--- config.mk ---
export PLATFORM = sky130hd
export DESIGN_NAME = serial_unit
export DESIGN_NICKNAME = d
export VERILOG_FILES = /design/src/verilog/serial_pkg.sv /design/src/verilog/serial_unit.sv
export VERILOG_INCLUDE_DIRS = /design/src /design/src/verilog
export SDC_FILE = /design/constraint.sdc
export NUM_CORES = 1
export LEC_CHECK = 0
export BUFFER_PORTS_ARGS = -buffer_cell sky130_fd_sc_hd__buf_2
export CORE_MARGIN = 2
export CORE_UTILIZATION = 50
export DETAILED_ROUTE_END_ITERATION = 10
export GPL_ROUTABILITY_DRIVEN = 0
export HOLD_SLACK_MARGIN = 0.05
export PLACE_DENSITY = 0.65
export SLEW_MARGIN = 30
export SYNTH_ARGS = -nofsm -noshare
export SYNTH_HDL_FRONTEND = slang
export SYNTH_SLANG_ARGS = --single-unit
--- constraint.sdc ---
create_clock -name ref_clk -period 11.8 [get_ports ref_clk]
set_input_delay 1.18 -clock ref_clk [delete_from_list [all_inputs] [get_ports ref_clk]]
set_output_delay 1.18 -clock ref_clk [all_outputs]
set_load 0.01 [all_outputs]
--- src/verilog/serial_map.svh ---
// register offsets, field positions, reset values and counts of the serial unit
`ifndef SERIAL_MAP_SVH
`define SERIAL_MAP_SVH
`define ADDR_FORMAT 3'h0
`define ADDR_CTRL 3'h1
`define ADDR_TXDATA 3'h2
`define ADDR_STATUS 3'h3
`define ADDR_RXDATA 3'h4
`define ADDR_MASK 3'h5
`define FORMAT_RESET 8'h00
`define CTRL_RESET 8'h00
`define TXDATA_RESET 8'hFF
`define RXDATA_RESET 8'h00
`define STATUS_RESET 8'h84
`define MASK_RESET 8'h00
`define CTRL_TIE 7
`define CTRL_RIE 6
`define ST_TX_HOLDING_EMPTY 7
`define ST_RX_HOLDING_FULL 6
`define ST_OER 5
`define ST_FER 4
`define ST_PER 3
`define ST_TEND 2
`define ST_MPBR 1
`define ST_MPBT 0
`define W1C_BITS 8'h78
`define PSC_16_LAST 4'hF
`define PSC_64_LAST 6'h3F
`define BRG_LAST 8'h01
`define OVS_LAST 4'hF
`define OVS_MID 4'h7
`define HALF_BIT 4'h8
`endif

--- src/verilog/serial_pkg.sv ---
// types shared by the serial format and control unit
package serial_pkg;
  typedef struct packed {
    logic mode_sync;
    logic char_length_select;
    logic parity_enable;
    logic parity_odd_select;
    logic stop_two;
    logic multiprocessor_enable;
    logic baud_prescale_sel_hi;
    logic baud_prescale_sel_lo;
  } fmt_type;
  typedef struct packed {
    logic wr;
    logic rd;
    logic [2:0] addr;
    logic [7:0] data;
  } bus_req_type;
  typedef enum logic [2:0] {TX_IDLE, TX_START, TX_DATA, TX_EXTRA, TX_STOP} tx_state_type;
  typedef enum logic [2:0] {RX_IDLE, RX_START, RX_DATA, RX_EXTRA, RX_STOP} rx_state_type;
endpackage

--- src/verilog/serial_unit.sv ---
// serial unit with format and control registers, transmitter and receiver
`timescale 1ns/10ps
`include "serial_map.svh"

module serial_unit
  import serial_pkg::*;
(
  // clock and reset
  input wire logic ref_clk,
  input wire logic rst_n,
  // register port
  input bus_req_type bus_req,
  output logic [7:0] rd_data,
  // power mode inputs
  input wire logic standby_req,
  input wire logic sub_mode,
  input wire logic sub_clk,
  // serial pins
  input wire logic rxd,
  output logic txd,
  output logic serial_clk_out,
  // interrupts
  output logic tx_empty_irq,
  output logic rx_full_irq,
  output logic rx_error_irq,
  output logic irq
);
  logic rst_meta_reg, rst_sync_reg;
  logic rxd_meta_reg, rxd_sync_reg;
  logic sub_meta_reg, sub_sync_reg, sub_prev_reg, sub_half_reg;
  fmt_type format_reg, tx_cfg_reg, rx_cfg_reg;
  logic [7:0] ctrl_reg, tx_holding_reg, rx_holding_reg, mask_reg, rd_data_reg;
  logic tx_holding_empty_reg, rx_holding_full_reg, oer_reg, fer_reg, per_reg, tend_reg, mpbr_reg, mpbt_reg;
  logic [7:0] status_vec;
  logic [5:0] psc_cnt_reg;
  logic [7:0] brg_cnt_reg;
  logic prescale_tick, sample_tick_reg, sub_edge;
  tx_state_type tx_state_reg;
  rx_state_type rx_state_reg;
  logic [3:0] tx_cnt_reg, rx_cnt_reg;
  logic [2:0] tx_idx_reg, rx_idx_reg;
  logic [7:0] tx_shifter, rx_shifter, tx_masked, rx_data;
  logic tx_extra_reg, tx_second_reg, rx_extra_reg, rx_stop_bad_reg, rx_done_reg;
  logic txd_reg, sclk_reg, txe_irq_reg, rxf_irq_reg, rxe_irq_reg, irq_reg;
  logic wr_fmt, wr_ctrl, wr_tx, wr_st, wr_mask, load_pulse, tx_end, sync_rise;
  logic [7:0] st_clr;
  logic rx_holding_full_set, oer_set, err_clr;

  function automatic logic [2:0] last_bit(input fmt_type f);
    if (f.mode_sync) begin
      last_bit = 3'h7;
    end else if (f.parity_enable && f.multiprocessor_enable) begin
      last_bit = 3'h4;
    end else if (f.char_length_select) begin
      last_bit = 3'h6;
    end else begin
      last_bit = 3'h7;
    end
  endfunction

  function automatic logic has_extra(input fmt_type f);
    has_extra = !f.mode_sync && (f.parity_enable ^ f.multiprocessor_enable);
  endfunction

  // reset release and pin synchronisers
  always_ff @(posedge ref_clk or negedge rst_n) begin
    if (!rst_n) begin
      rst_meta_reg <= 1'b0;
      rst_sync_reg <= 1'b0;
    end else begin
      rst_meta_reg <= 1'b1;
      rst_sync_reg <= rst_meta_reg;
    end
  end

  always_ff @(posedge ref_clk or negedge rst_sync_reg) begin
    if (!rst_sync_reg) begin
      rxd_meta_reg <= 1'b1;
      rxd_sync_reg <= 1'b1;
      sub_meta_reg <= 1'b0;
      sub_sync_reg <= 1'b0;
      sub_prev_reg <= 1'b0;
    end else begin
      rxd_meta_reg <= rxd;
      rxd_sync_reg <= rxd_meta_reg;
      sub_meta_reg <= sub_clk;
      sub_sync_reg <= sub_meta_reg;
      sub_prev_reg <= sub_sync_reg;
    end
  end

  assign wr_fmt = bus_req.wr && bus_req.addr == `ADDR_FORMAT;
  assign wr_ctrl = bus_req.wr && bus_req.addr == `ADDR_CTRL;
  assign wr_tx = bus_req.wr && bus_req.addr == `ADDR_TXDATA;
  assign wr_st = bus_req.wr && bus_req.addr == `ADDR_STATUS;
  assign wr_mask = bus_req.wr && bus_req.addr == `ADDR_MASK;
  assign st_clr = wr_st ? (bus_req.data & `W1C_BITS) : 8'h00;

  // configuration registers
  always_ff @(posedge ref_clk or negedge rst_sync_reg) begin
    if (!rst_sync_reg) begin
      format_reg <= `FORMAT_RESET;
      ctrl_reg <= `CTRL_RESET;
      mask_reg <= `MASK_RESET;
    end else if (standby_req) begin
      format_reg <= `FORMAT_RESET;
      ctrl_reg <= `CTRL_RESET;
    end else begin
      if (wr_fmt) begin
        format_reg <= bus_req.data;
      end
      if (wr_ctrl) begin
        ctrl_reg <= bus_req.data;
      end
      if (wr_mask) begin
        mask_reg <= bus_req.data;
      end
    end
  end

  // baud prescaler and 16x sample tick
  assign sub_edge = sub_sync_reg && !sub_prev_reg;
  always_comb begin
    case ({format_reg.baud_prescale_sel_hi, format_reg.baud_prescale_sel_lo})
      2'b00: prescale_tick = 1'b1;
      2'b01: prescale_tick = sub_edge && (sub_mode || sub_half_reg);
      2'b10: prescale_tick = psc_cnt_reg[3:0] == `PSC_16_LAST;
      2'b11: prescale_tick = psc_cnt_reg == `PSC_64_LAST;
      default: prescale_tick = 1'b0;
    endcase
  end

  always_ff @(posedge ref_clk or negedge rst_sync_reg) begin
    if (!rst_sync_reg) begin
      psc_cnt_reg <= 6'h00;
      brg_cnt_reg <= 8'h00;
      sub_half_reg <= 1'b0;
      sample_tick_reg <= 1'b0;
    end else begin
      psc_cnt_reg <= psc_cnt_reg + 6'h01;
      if (sub_edge) begin
        sub_half_reg <= !sub_half_reg;
      end
      sample_tick_reg <= 1'b0;
      if (prescale_tick) begin
        if (brg_cnt_reg == `BRG_LAST) begin
          brg_cnt_reg <= 8'h00;
          sample_tick_reg <= 1'b1;
        end else begin
          brg_cnt_reg <= brg_cnt_reg + 8'h01;
        end
      end
    end
  end

  // transmitter
  always_comb begin
    tx_masked = tx_holding_reg;
    if (!format_reg.mode_sync) begin
      if (format_reg.parity_enable && format_reg.multiprocessor_enable) begin
        tx_masked = tx_holding_reg & 8'h1F;
      end else if (format_reg.char_length_select) begin
        tx_masked = tx_holding_reg & 8'h7F;
      end
    end
  end

  assign load_pulse = tx_state_reg == TX_IDLE && !tx_holding_empty_reg && !wr_tx && !standby_req;
  assign tx_end = sample_tick_reg && tx_cnt_reg == `OVS_LAST &&
    ((tx_state_reg == TX_STOP && (!tx_cfg_reg.stop_two || tx_second_reg)) ||
     (tx_state_reg == TX_DATA && tx_cfg_reg.mode_sync && tx_idx_reg == 3'h7));

  always_ff @(posedge ref_clk or negedge rst_sync_reg) begin
    if (!rst_sync_reg) begin
      tx_state_reg <= TX_IDLE;
      tx_cnt_reg <= 4'h0;
      tx_idx_reg <= 3'h0;
      tx_shifter <= 8'h00;
      tx_cfg_reg <= `FORMAT_RESET;
      tx_extra_reg <= 1'b0;
      tx_second_reg <= 1'b0;
    end else if (standby_req) begin
      tx_state_reg <= TX_IDLE;
    end else if (load_pulse) begin
      tx_shifter <= tx_masked;
      tx_cfg_reg <= format_reg;
      tx_cnt_reg <= 4'h0;
      tx_idx_reg <= 3'h0;
      tx_second_reg <= 1'b0;
      if (format_reg.multiprocessor_enable) begin
        tx_extra_reg <= mpbt_reg;
      end else begin
        tx_extra_reg <= ^tx_masked ^ format_reg.parity_odd_select;
      end
      tx_state_reg <= format_reg.mode_sync ? TX_DATA : TX_START;
    end else if (sample_tick_reg && tx_state_reg != TX_IDLE) begin
      tx_cnt_reg <= tx_cnt_reg + 4'h1;
      if (tx_cnt_reg == `OVS_LAST) begin
        case (tx_state_reg)
          TX_START: tx_state_reg <= TX_DATA;
          TX_DATA: begin
            tx_shifter <= {1'b0, tx_shifter[7:1]};
            tx_idx_reg <= tx_idx_reg + 3'h1;
            if (tx_idx_reg == last_bit(tx_cfg_reg)) begin
              if (tx_cfg_reg.mode_sync) begin
                tx_state_reg <= TX_IDLE;
              end else if (has_extra(tx_cfg_reg)) begin
                tx_state_reg <= TX_EXTRA;
              end else begin
                tx_state_reg <= TX_STOP;
              end
            end
          end
          TX_EXTRA: tx_state_reg <= TX_STOP;
          TX_STOP: begin
            if (tx_cfg_reg.stop_two && !tx_second_reg) begin
              tx_second_reg <= 1'b1;
            end else begin
              tx_state_reg <= TX_IDLE;
            end
          end
          default: tx_state_reg <= TX_IDLE;
        endcase
      end
    end
  end

  always_ff @(posedge ref_clk or negedge rst_sync_reg) begin
    if (!rst_sync_reg) begin
      txd_reg <= 1'b1;
      sclk_reg <= 1'b1;
    end else begin
      case (tx_state_reg)
        TX_START: txd_reg <= 1'b0;
        TX_DATA: txd_reg <= tx_shifter[0];
        TX_EXTRA: txd_reg <= tx_extra_reg;
        TX_STOP: txd_reg <= 1'b1;
        default: txd_reg <= 1'b1;
      endcase
      sclk_reg <= !(tx_cfg_reg.mode_sync && tx_state_reg == TX_DATA &&
        tx_cnt_reg < `HALF_BIT);
    end
  end

  // receiver
  assign sync_rise = tx_cfg_reg.mode_sync && tx_state_reg == TX_DATA &&
    sample_tick_reg && tx_cnt_reg == `OVS_MID;

  always_ff @(posedge ref_clk or negedge rst_sync_reg) begin
    if (!rst_sync_reg) begin
      rx_state_reg <= RX_IDLE;
      rx_cnt_reg <= 4'h0;
      rx_idx_reg <= 3'h0;
      rx_shifter <= 8'h00;
      rx_cfg_reg <= `FORMAT_RESET;
      rx_extra_reg <= 1'b0;
      rx_stop_bad_reg <= 1'b0;
      rx_done_reg <= 1'b0;
    end else begin
      rx_done_reg <= 1'b0;
      if (standby_req) begin
        rx_state_reg <= RX_IDLE;
      end else if (format_reg.mode_sync) begin
        rx_state_reg <= RX_IDLE;
        if (sync_rise) begin
          rx_cfg_reg <= tx_cfg_reg;
          rx_shifter <= {rxd_sync_reg, rx_shifter[7:1]};
          rx_extra_reg <= 1'b0;
          rx_stop_bad_reg <= 1'b0;
          rx_done_reg <= tx_idx_reg == 3'h7;
        end
      end else if (sample_tick_reg) begin
        rx_cnt_reg <= rx_cnt_reg + 4'h1;
        case (rx_state_reg)
          RX_IDLE: begin
            rx_cnt_reg <= 4'h0;
            if (!rxd_sync_reg) begin
              rx_state_reg <= RX_START;
              rx_cfg_reg <= format_reg;
            end
          end
          RX_START: begin
            if (rx_cnt_reg == `OVS_MID) begin
              rx_cnt_reg <= 4'h0;
              rx_idx_reg <= 3'h0;
              rx_state_reg <= rxd_sync_reg ? RX_IDLE : RX_DATA;
            end
          end
          RX_DATA: begin
            if (rx_cnt_reg == `OVS_LAST) begin
              rx_shifter <= {rxd_sync_reg, rx_shifter[7:1]};
              rx_idx_reg <= rx_idx_reg + 3'h1;
              if (rx_idx_reg == last_bit(rx_cfg_reg)) begin
                rx_state_reg <= has_extra(rx_cfg_reg) ? RX_EXTRA : RX_STOP;
              end
            end
          end
          RX_EXTRA: begin
            if (rx_cnt_reg == `OVS_LAST) begin
              rx_extra_reg <= rxd_sync_reg;
              rx_state_reg <= RX_STOP;
            end
          end
          RX_STOP: begin
            if (rx_cnt_reg == `OVS_LAST) begin
              rx_stop_bad_reg <= !rxd_sync_reg;
              rx_done_reg <= 1'b1;
              rx_state_reg <= RX_IDLE;
            end
          end
          default: rx_state_reg <= RX_IDLE;
        endcase
      end
    end
  end

  always_comb begin
    rx_data = rx_shifter;
    if (!rx_cfg_reg.mode_sync) begin
      if (rx_cfg_reg.parity_enable && rx_cfg_reg.multiprocessor_enable) begin
        rx_data = {3'h0, rx_shifter[7:3]};
      end else if (rx_cfg_reg.char_length_select) begin
        rx_data = {1'b0, rx_shifter[7:1]};
      end
    end
  end

  // status flags, set wins over clear except tend, which a transmit data write clears
  assign rx_holding_full_set = rx_done_reg && !rx_holding_full_reg;
  assign oer_set = rx_done_reg && rx_holding_full_reg;
  assign status_vec = {tx_holding_empty_reg, rx_holding_full_reg, oer_reg, fer_reg, per_reg, tend_reg,
    mpbr_reg, mpbt_reg};

  always_ff @(posedge ref_clk or negedge rst_sync_reg) begin
    if (!rst_sync_reg) begin
      {tx_holding_empty_reg, rx_holding_full_reg, oer_reg, fer_reg, per_reg, tend_reg, mpbr_reg,
        mpbt_reg} <= `STATUS_RESET;
      tx_holding_reg <= `TXDATA_RESET;
      rx_holding_reg <= `RXDATA_RESET;
    end else if (standby_req) begin
      {tx_holding_empty_reg, rx_holding_full_reg, oer_reg, fer_reg, per_reg, tend_reg, mpbr_reg,
        mpbt_reg} <= `STATUS_RESET;
      tx_holding_reg <= `TXDATA_RESET;
      rx_holding_reg <= `RXDATA_RESET;
    end else begin
      if (wr_tx) begin
        tx_holding_reg <= bus_req.data;
        tx_holding_empty_reg <= 1'b0;
        tend_reg <= 1'b0;
      end else begin
        tx_holding_empty_reg <= tx_holding_empty_reg || load_pulse;
        tend_reg <= tend_reg || (tx_end && tx_holding_empty_reg);
      end
      if (wr_st) begin
        mpbt_reg <= bus_req.data[`ST_MPBT];
      end
      rx_holding_full_reg <= (rx_holding_full_reg && !st_clr[`ST_RX_HOLDING_FULL]) || rx_holding_full_set;
      oer_reg <= (oer_reg && !st_clr[`ST_OER]) || oer_set;
      fer_reg <= (fer_reg && !st_clr[`ST_FER]) || (rx_holding_full_set && rx_stop_bad_reg);
      per_reg <= (per_reg && !st_clr[`ST_PER]) || (rx_holding_full_set &&
        rx_cfg_reg.parity_enable && !rx_cfg_reg.multiprocessor_enable &&
        !rx_cfg_reg.mode_sync &&
        ((^rx_data ^ rx_extra_reg) != rx_cfg_reg.parity_odd_select));
      if (rx_holding_full_set) begin
        rx_holding_reg <= rx_data;
        mpbr_reg <= rx_cfg_reg.multiprocessor_enable &&
          !rx_cfg_reg.parity_enable && rx_extra_reg;
      end
    end
  end

  // interrupt requests
  assign err_clr = |st_clr[`ST_OER:`ST_PER] || st_clr[`ST_RX_HOLDING_FULL];
  always_ff @(posedge ref_clk or negedge rst_sync_reg) begin
    if (!rst_sync_reg) begin
      txe_irq_reg <= 1'b0;
      rxf_irq_reg <= 1'b0;
      rxe_irq_reg <= 1'b0;
      irq_reg <= 1'b0;
    end else begin
      txe_irq_reg <= ctrl_reg[`CTRL_TIE] && tx_holding_empty_reg;
      rxf_irq_reg <= ctrl_reg[`CTRL_RIE] && !standby_req &&
        ((rxf_irq_reg && !err_clr) || rx_holding_full_set);
      rxe_irq_reg <= ctrl_reg[`CTRL_RIE] && (oer_reg || fer_reg || per_reg);
      irq_reg <= |(status_vec & mask_reg);
    end
  end

  // register read port
  always_ff @(posedge ref_clk or negedge rst_sync_reg) begin
    if (!rst_sync_reg) begin
      rd_data_reg <= 8'h00;
    end else if (bus_req.rd) begin
      case (bus_req.addr)
        `ADDR_FORMAT: rd_data_reg <= format_reg;
        `ADDR_CTRL: rd_data_reg <= ctrl_reg;
        `ADDR_TXDATA: rd_data_reg <= tx_holding_reg;
        `ADDR_STATUS: rd_data_reg <= status_vec;
        `ADDR_RXDATA: rd_data_reg <= rx_holding_reg;
        `ADDR_MASK: rd_data_reg <= mask_reg;
        default: rd_data_reg <= 8'h00;
      endcase
    end else begin
      rd_data_reg <= 8'h00;
    end
  end

  assign rd_data = rd_data_reg;
  assign txd = txd_reg;
  assign serial_clk_out = sclk_reg;
  assign tx_empty_irq = txe_irq_reg;
  assign rx_full_irq = rxf_irq_reg;
  assign rx_error_irq = rxe_irq_reg;
  assign irq = irq_reg;

  // checks
  a_fmt_standby_clear: assert property (@(posedge ref_clk) disable iff (!rst_sync_reg)
    standby_req |=> format_reg == `FORMAT_RESET) else $error("format not cleared");
  a_ctrl_standby_clear: assert property (@(posedge ref_clk) disable iff (!rst_sync_reg)
    standby_req |=> ctrl_reg == `CTRL_RESET) else $error("control not cleared");
  a_fmt_write_takes: assert property (@(posedge ref_clk) disable iff (!rst_sync_reg)
    wr_fmt && !standby_req |=> format_reg == $past(bus_req.data))
    else $error("format write lost");
  a_sync_no_start: assert property (@(posedge ref_clk) disable iff (!rst_sync_reg)
    load_pulse && format_reg.mode_sync |=> tx_state_reg == TX_DATA)
    else $error("sync frame has start");
  a_seven_bit_mask: assert property (@(posedge ref_clk) disable iff (!rst_sync_reg)
    load_pulse && !format_reg.mode_sync && format_reg.char_length_select |=>
    !tx_shifter[7]) else $error("bit 7 not dropped");
  a_five_bit_mask: assert property (@(posedge ref_clk) disable iff (!rst_sync_reg)
    load_pulse && !format_reg.mode_sync && format_reg.parity_enable &&
    format_reg.multiprocessor_enable |=> tx_shifter[7:5] == 3'h0)
    else $error("upper bits not dropped");
  a_sync_no_extra: assert property (@(posedge ref_clk) disable iff (!rst_sync_reg)
    tx_cfg_reg.mode_sync |-> tx_state_reg != TX_EXTRA && tx_state_reg != TX_STOP)
    else $error("sync frame has parity or stop");
  a_stop_line_high: assert property (@(posedge ref_clk) disable iff (!rst_sync_reg)
    $past(tx_state_reg) == TX_STOP |-> txd_reg) else $error("stop bit low");
  a_start_line_low: assert property (@(posedge ref_clk) disable iff (!rst_sync_reg)
    $past(tx_state_reg) == TX_START |-> !txd_reg) else $error("start bit high");
  a_rx_one_stop: assert property (@(posedge ref_clk) disable iff (!rst_sync_reg)
    rx_state_reg == RX_STOP && sample_tick_reg && rx_cnt_reg == `OVS_LAST &&
    !standby_req && !format_reg.mode_sync |=> rx_state_reg == RX_IDLE && rx_done_reg)
    else $error("receiver waits for second stop");
  a_txe_irq_follow: assert property (@(posedge ref_clk) disable iff (!rst_sync_reg)
    ##1 tx_empty_irq == $past(ctrl_reg[`CTRL_TIE] && tx_holding_empty_reg))
    else $error("tx empty irq wrong");
  a_rxf_irq_drop: assert property (@(posedge ref_clk) disable iff (!rst_sync_reg)
    !ctrl_reg[`CTRL_RIE] || (err_clr && !rx_holding_full_set) |=> !rx_full_irq)
    else $error("rx full irq stays");
  a_overrun_keeps: assert property (@(posedge ref_clk) disable iff (!rst_sync_reg)
    oer_set && !standby_req |=> oer_reg && $stable(rx_holding_reg))
    else $error("overrun mishandled");
  c_async_frame: cover property (@(posedge ref_clk) disable iff (!rst_sync_reg)
    tx_state_reg == TX_STOP ##1 tx_state_reg == TX_IDLE);
  c_rx_parity_err: cover property (@(posedge ref_clk) disable iff (!rst_sync_reg)
    rx_holding_full_set ##1 per_reg);
  c_sync_byte: cover property (@(posedge ref_clk) disable iff (!rst_sync_reg)
    format_reg.mode_sync && rx_holding_full_set);
  c_overrun: cover property (@(posedge ref_clk) disable iff (!rst_sync_reg) oer_set);
endmodule

Word level (Yosys, flattened, before mapping)
Cells that the tools add are included.
{"block": "op_classes", "addsub": 6, "mul": 0, "n_div": 0, "order_cmp": 1, "n_eq_ne": 39, "n_shift": 0, "muxes": 118, "n_bitwise": 7, "n_reduce_logical": 118}
{"op": "$mux 8", "n": 30}
{"op": "$mux 3", "n": 34}
{"op": "$pmux 8 s6", "n": 1}
{"op": "$logic_and 1x1->1", "n": 44}
{"op": "$mux 1", "n": 37}
{"op": "$reduce_bool 2->1", "n": 17}
{"op": "$ne 4x4->1 const B", "n": 8}
{"op": "$reduce_and 5->1", "n": 5}
{"op": "$logic_not 1->1", "n": 19}
{"op": "$eq 3x2->1 const B", "n": 6}
{"op": "$reduce_xor 8->1", "n": 2}
{"op": "$eq 3x3->1 const B", "n": 5}
{"op": "$pmux 3 s5", "n": 1}
{"op": "$logic_or 1x1->1", "n": 13}
{"op": "$eq 4x4->1 const B", "n": 3}
{"op": "$mux 2", "n": 6}
{"op": "$mux 4", "n": 3}
{"op": "$pmux 3 s4", "n": 1}
{"op": "$reduce_bool 3->1", "n": 4}
{"op": "$eq 3x1->1 const B", "n": 3}
{"op": "$logic_not 3->1", "n": 3}
{"op": "$add 4x1->4 const B", "n": 2}
{"op": "$add 8x1->8 const B", "n": 1}
{"op": "$and 8x8->8", "n": 1}
{"op": "27 further kinds", "n": 40}
{"block": "totals", "register_bits": 139, "latchBits": 0, "ram_bits": 0, "mem_bits_ro": 0, "inputBits": 19, "mem_count": 0}

Longest topological paths before layout
{"block": "depth", "ltp_word": 15, "mapped_depth": 10}

Worst setup path after synthesis
OpenSTA, ideal clock, no wires.
{"block": "synth_path", "path_type": "input port to flip-flop", "startpoint": "input standby_req", "endpoint": "register tx_shifter[1]", "setup_ns": 0.135, "arrival_time_ns": 2.626, "t_required_ns": 11.665, "slack_ns": 9.039, "stages": 10, "n_path_buf": 4, "cell_sequence": "buf_2 -> nand2b_1 -> clkbuf_1 -> or2_1 -> clkbuf_1 -> nor2_1 -> nand3_1 -> buf_4 -> mux2i_1 -> o21ai_0"}
{"block": "synth_between", "elab_chain_len": 4, "word_cells_on_any_way": 8, "classes_between": "1 x mux; 1 x bitwise; 6 x reduce/logical"}
{"element": "start, declared", "line_no": "serial_unit.sv:15", "source": "input wire logic standby_req,"}
{"element": "$logic_not 1->1", "line_no": "serial_unit.sv:168", "source": "assign load_pulse = tx_state_reg == TX_IDLE && !tx_holding_empty_reg && !wr_tx && !standby_req;"}
{"element": "$logic_and 1x1->1", "line_no": "serial_unit.sv:168"}
{"element": "$reduce_bool 2->1 (no source line)"}
{"element": "$reduce_and 4->1 (no source line)"}
{"element": "end signal, assigned", "line_no": "serial_unit.sv:185", "source": "tx_shifter <= tx_masked;"}
{"element": "end signal, assigned", "line_no": "serial_unit.sv:202", "source": "tx_shifter <= {1'b0, tx_shifter[7:1]};"}
{"element": "end, declared", "line_no": "serial_unit.sv:42", "source": "logic [7:0] tx_shifter, rx_shifter, tx_masked, rx_data;"}
Parallel ways exist; a longest one is shown, timed or not.
A chain may end at the register's enable or synchronous reset.

Worst setup path in the final report
{"block": "layout_path", "startpoint": "input standby_req", "endpoint": "register tx_idx_reg[1]"}
{"block": "layout_between", "elab_chain_len": 4, "word_cells_on_any_way": 8, "classes_between": "1 x mux; 1 x bitwise; 6 x reduce/logical"}
{"element": "$logic_not 1->1", "line_no": "serial_unit.sv:168"}
{"element": "$logic_and 1x1->1", "line_no": "serial_unit.sv:168"}
{"element": "$reduce_bool 2->1 (no source line)"}
{"element": "$reduce_and 4->1 (no source line)"}
{"element": "end signal, assigned", "line_no": "serial_unit.sv:203", "source": "tx_idx_reg <= tx_idx_reg + 3'h1;"}
{"element": "end, declared", "line_no": "serial_unit.sv:41", "source": "logic [2:0] tx_idx_reg, rx_idx_reg;"}
Parallel ways exist; a longest one is shown, timed or not.

==> reports/metrics.csv <==
metric,value,unit
worstSetupPathType,in2reg,
gr-usage-all-layers,22.69,%
post-cts-setup-buffer-count,0,
power.density,169.9,nW/um^2
drc_errors,0,
worstSkewPairLatency,0.42,ns
setup_tns,0,ns
regToRegSetupSlack,9.36,ns
synth_cells,670,
skew,0.007102,ns
synthesis.area_per_instance,10.22,um^2
hold_viol_final,0,
hold_slack,0.3530,ns
ys.flop_type,dfrtp_1,
critPathMaxStageDelay,0.50,ns
diodes,0,
worst_ir_drop_vdd,0.1580,mV
clockBufferDepth,2,
crit_family,simple AND/OR/NAND/NOR gates,
die-area,14640,um^2
grt_setup_unrepaired,no,
synth.area.top_cells,"dfrtp_1, mux2i_1, dfstp_2",
ys_types,67,
htree_levels,4,
fin_nets,723,
synth_edf_count,0,
grt_pass1_vias,5056,
critPathLaunch,standby_req,
critPathMaxFanout,53,
routed_wl,15760,um
dpl.hpwl,10870,um
post-synth-top-area-cell,dfrtp_1,
cts_tree,built,
stdcell_area,7760,um^2
cp-endpoint,tx_idx_reg[1],
seq_area,3450,um^2
gr-total-overflow,0,
critPathBufInv,2,
critical_path.most_common_cell,nor2_1,
rows,42,
leakage,3.448,nW
layout.cells.most_common,dfrtp_1,
synth_async_sr_flop_share,100.0,%
relSlewSlack,39.56,%
clk_pin_slew_worst_paths,0.06,ns
min_path_type,reg2reg,
path_cells,buf_2 -> buf_4 -> nand2b_1 -> or2_1 -> nor2_1 -> nand3_1 -> mux2i_1 -> nor2_1,
synthesis.nets,701,
drt-pass1-iter-count,5,
routedWlPerCell,17.89,um
status,completed,
vias_per_cell,5.847,
r2r_end,tx_cfg_reg[6],
r2r_start,tx_state_reg[1],
cts_hold_buf,0,
start_util,51.48,%
arrival,3.37,ns
slew_viol_final,0,
yosys_warnings,0,
slowest_stage,nand3_1,
antenna_found_initial,0,
rr_worst_depth,4,
grt_pass1_wl,25640,um
ys_ff_latch,137,
critical_path_required,12.07,ns
cp.depth,8,
die_x,121.0,um
period_needed,3.095,ns
drive_gt1_share,18.30,%
cts_root_buf,clkbuf_16,
dieHeight,121.0,um
fmax,323.1,MHz
cts_resized,0,
core-area,13300,um^2
fin_crit_sh,26.23,%
cp-end-kind,flop,
ioPinCount,33,
syn_to_final_growth,13.38,%
synth_area,6844,um^2
drtIter0Drc,449,
start_kind,primary input,
final_cell_mix,"dfrtp_1, nand2_1, nor2_1, mux2i_1, a21oi_1",
yosysTopAreaCellShare,44.97,%
final-setup-viol-count,0,
ys_seq_area_share,50.35,%
tightest_slew,0.8984,ns
grt_max_degree,73,
placed_area,7146,um^2
cts_sinks,137,
num-fill-cells,1118,
vias,5151,
total_power,1.318,mW
ant_nets,0,
multi_input_area,3263,um^2
cap_violations,0,
cts_made_buffers,17,
io_buffers,32,
-- worst min path at each step --
stage / from / endpoint / slack (ns) / depth (start not counted)
detailed placement: rst_meta_reg / rst_sync_reg / 0.34 / 0
global route: rxd_meta_reg / rxd_sync_reg / 0.36 / 0
CTS: rst_meta_reg / rst_sync_reg / 0.36 / 0
global placement: rst_meta_reg / rst_sync_reg / 0.34 / 0
finish: rst_meta_reg / rst_sync_reg / 0.35 / 0
floorplan: rst_meta_reg / rst_sync_reg / 0.33 / 0
-- cells in the mapped netlist, types with 6 or more instances --
cell type / n
dfrtp_1: 123
a211o_1: 8
a22oi_1: 9
nand3_1: 20
o21ai_0: 27
xor2_1: 7
o21ai_1: 7
nand2b_1: 11
and2_1: 6
nor3_1: 12
nand2_1: 72
ha_1: 12
clkbuf_1: 26
nor2_1: 70
inv_1: 8
a31oi_1: 6
mux2i_1: 38
a21oi_1: 34
mux2_2: 24
o211ai_1: 6
xnor2_1: 17
nor2b_1: 20
dfstp_2: 14
-- logic make-up after synthesis --
kind of cell             synth area share, %
other                                0.05479
multiplexers                           10.16
XOR/XNOR                               3.400
AO/OA/AOI/OAI                          13.78
adder cells (fa/ha/maj)                2.194
buffers and inverters                  2.358
AND/OR/NAND/NOR                        17.70
flip-flops                             50.35
-- power breakdown --
group	leakage [nW]	internal [mW]	total, mW	switching (mW)
registers	1.77	0.521	0.575	0.0537
clock network	0.281	0.332	0.536	0.205
logic	1.40	0.103	0.207	0.104
total	3.45	0.956	1.32	0.362
-- per-layer routing --
layer  track usage, %  part of all wire (%)  vias up
met2            35.81                    49      122
met1            30.71                    45     2567
met5                0                     0        -
li1                 -                     -     2436
met4            9.230                   2.0        0
met3            4.558                   4.0       26
-- final cells by class --
class | instances | area share, %
Clock inverter | 15 | 2.290
Timing Repair Buffer | 36 | 2.499
Multi-Input combinational cell | 492 | 42.05
Clock buffer | 17 | 5.482
Sequential cell | 137 | 44.45
Tap cell | 176 | 2.838
Inverter | 8 | 0.3870
-- per-stage QoR --
step | instances | util, % | setup WS (ns)
after floorplan | 670 | - | 7.725
after global placement | 849 | 53.67 | 8.162
after detailed placement | 849 | 53.75 | 8.252
after CTS | 881 | 58.28 | 8.688
after global routing | 881 | 58.37 | 8.488
final | 881 | 58.37 | 8.705
Note: power is estimated with default switching activity, not from simulation.
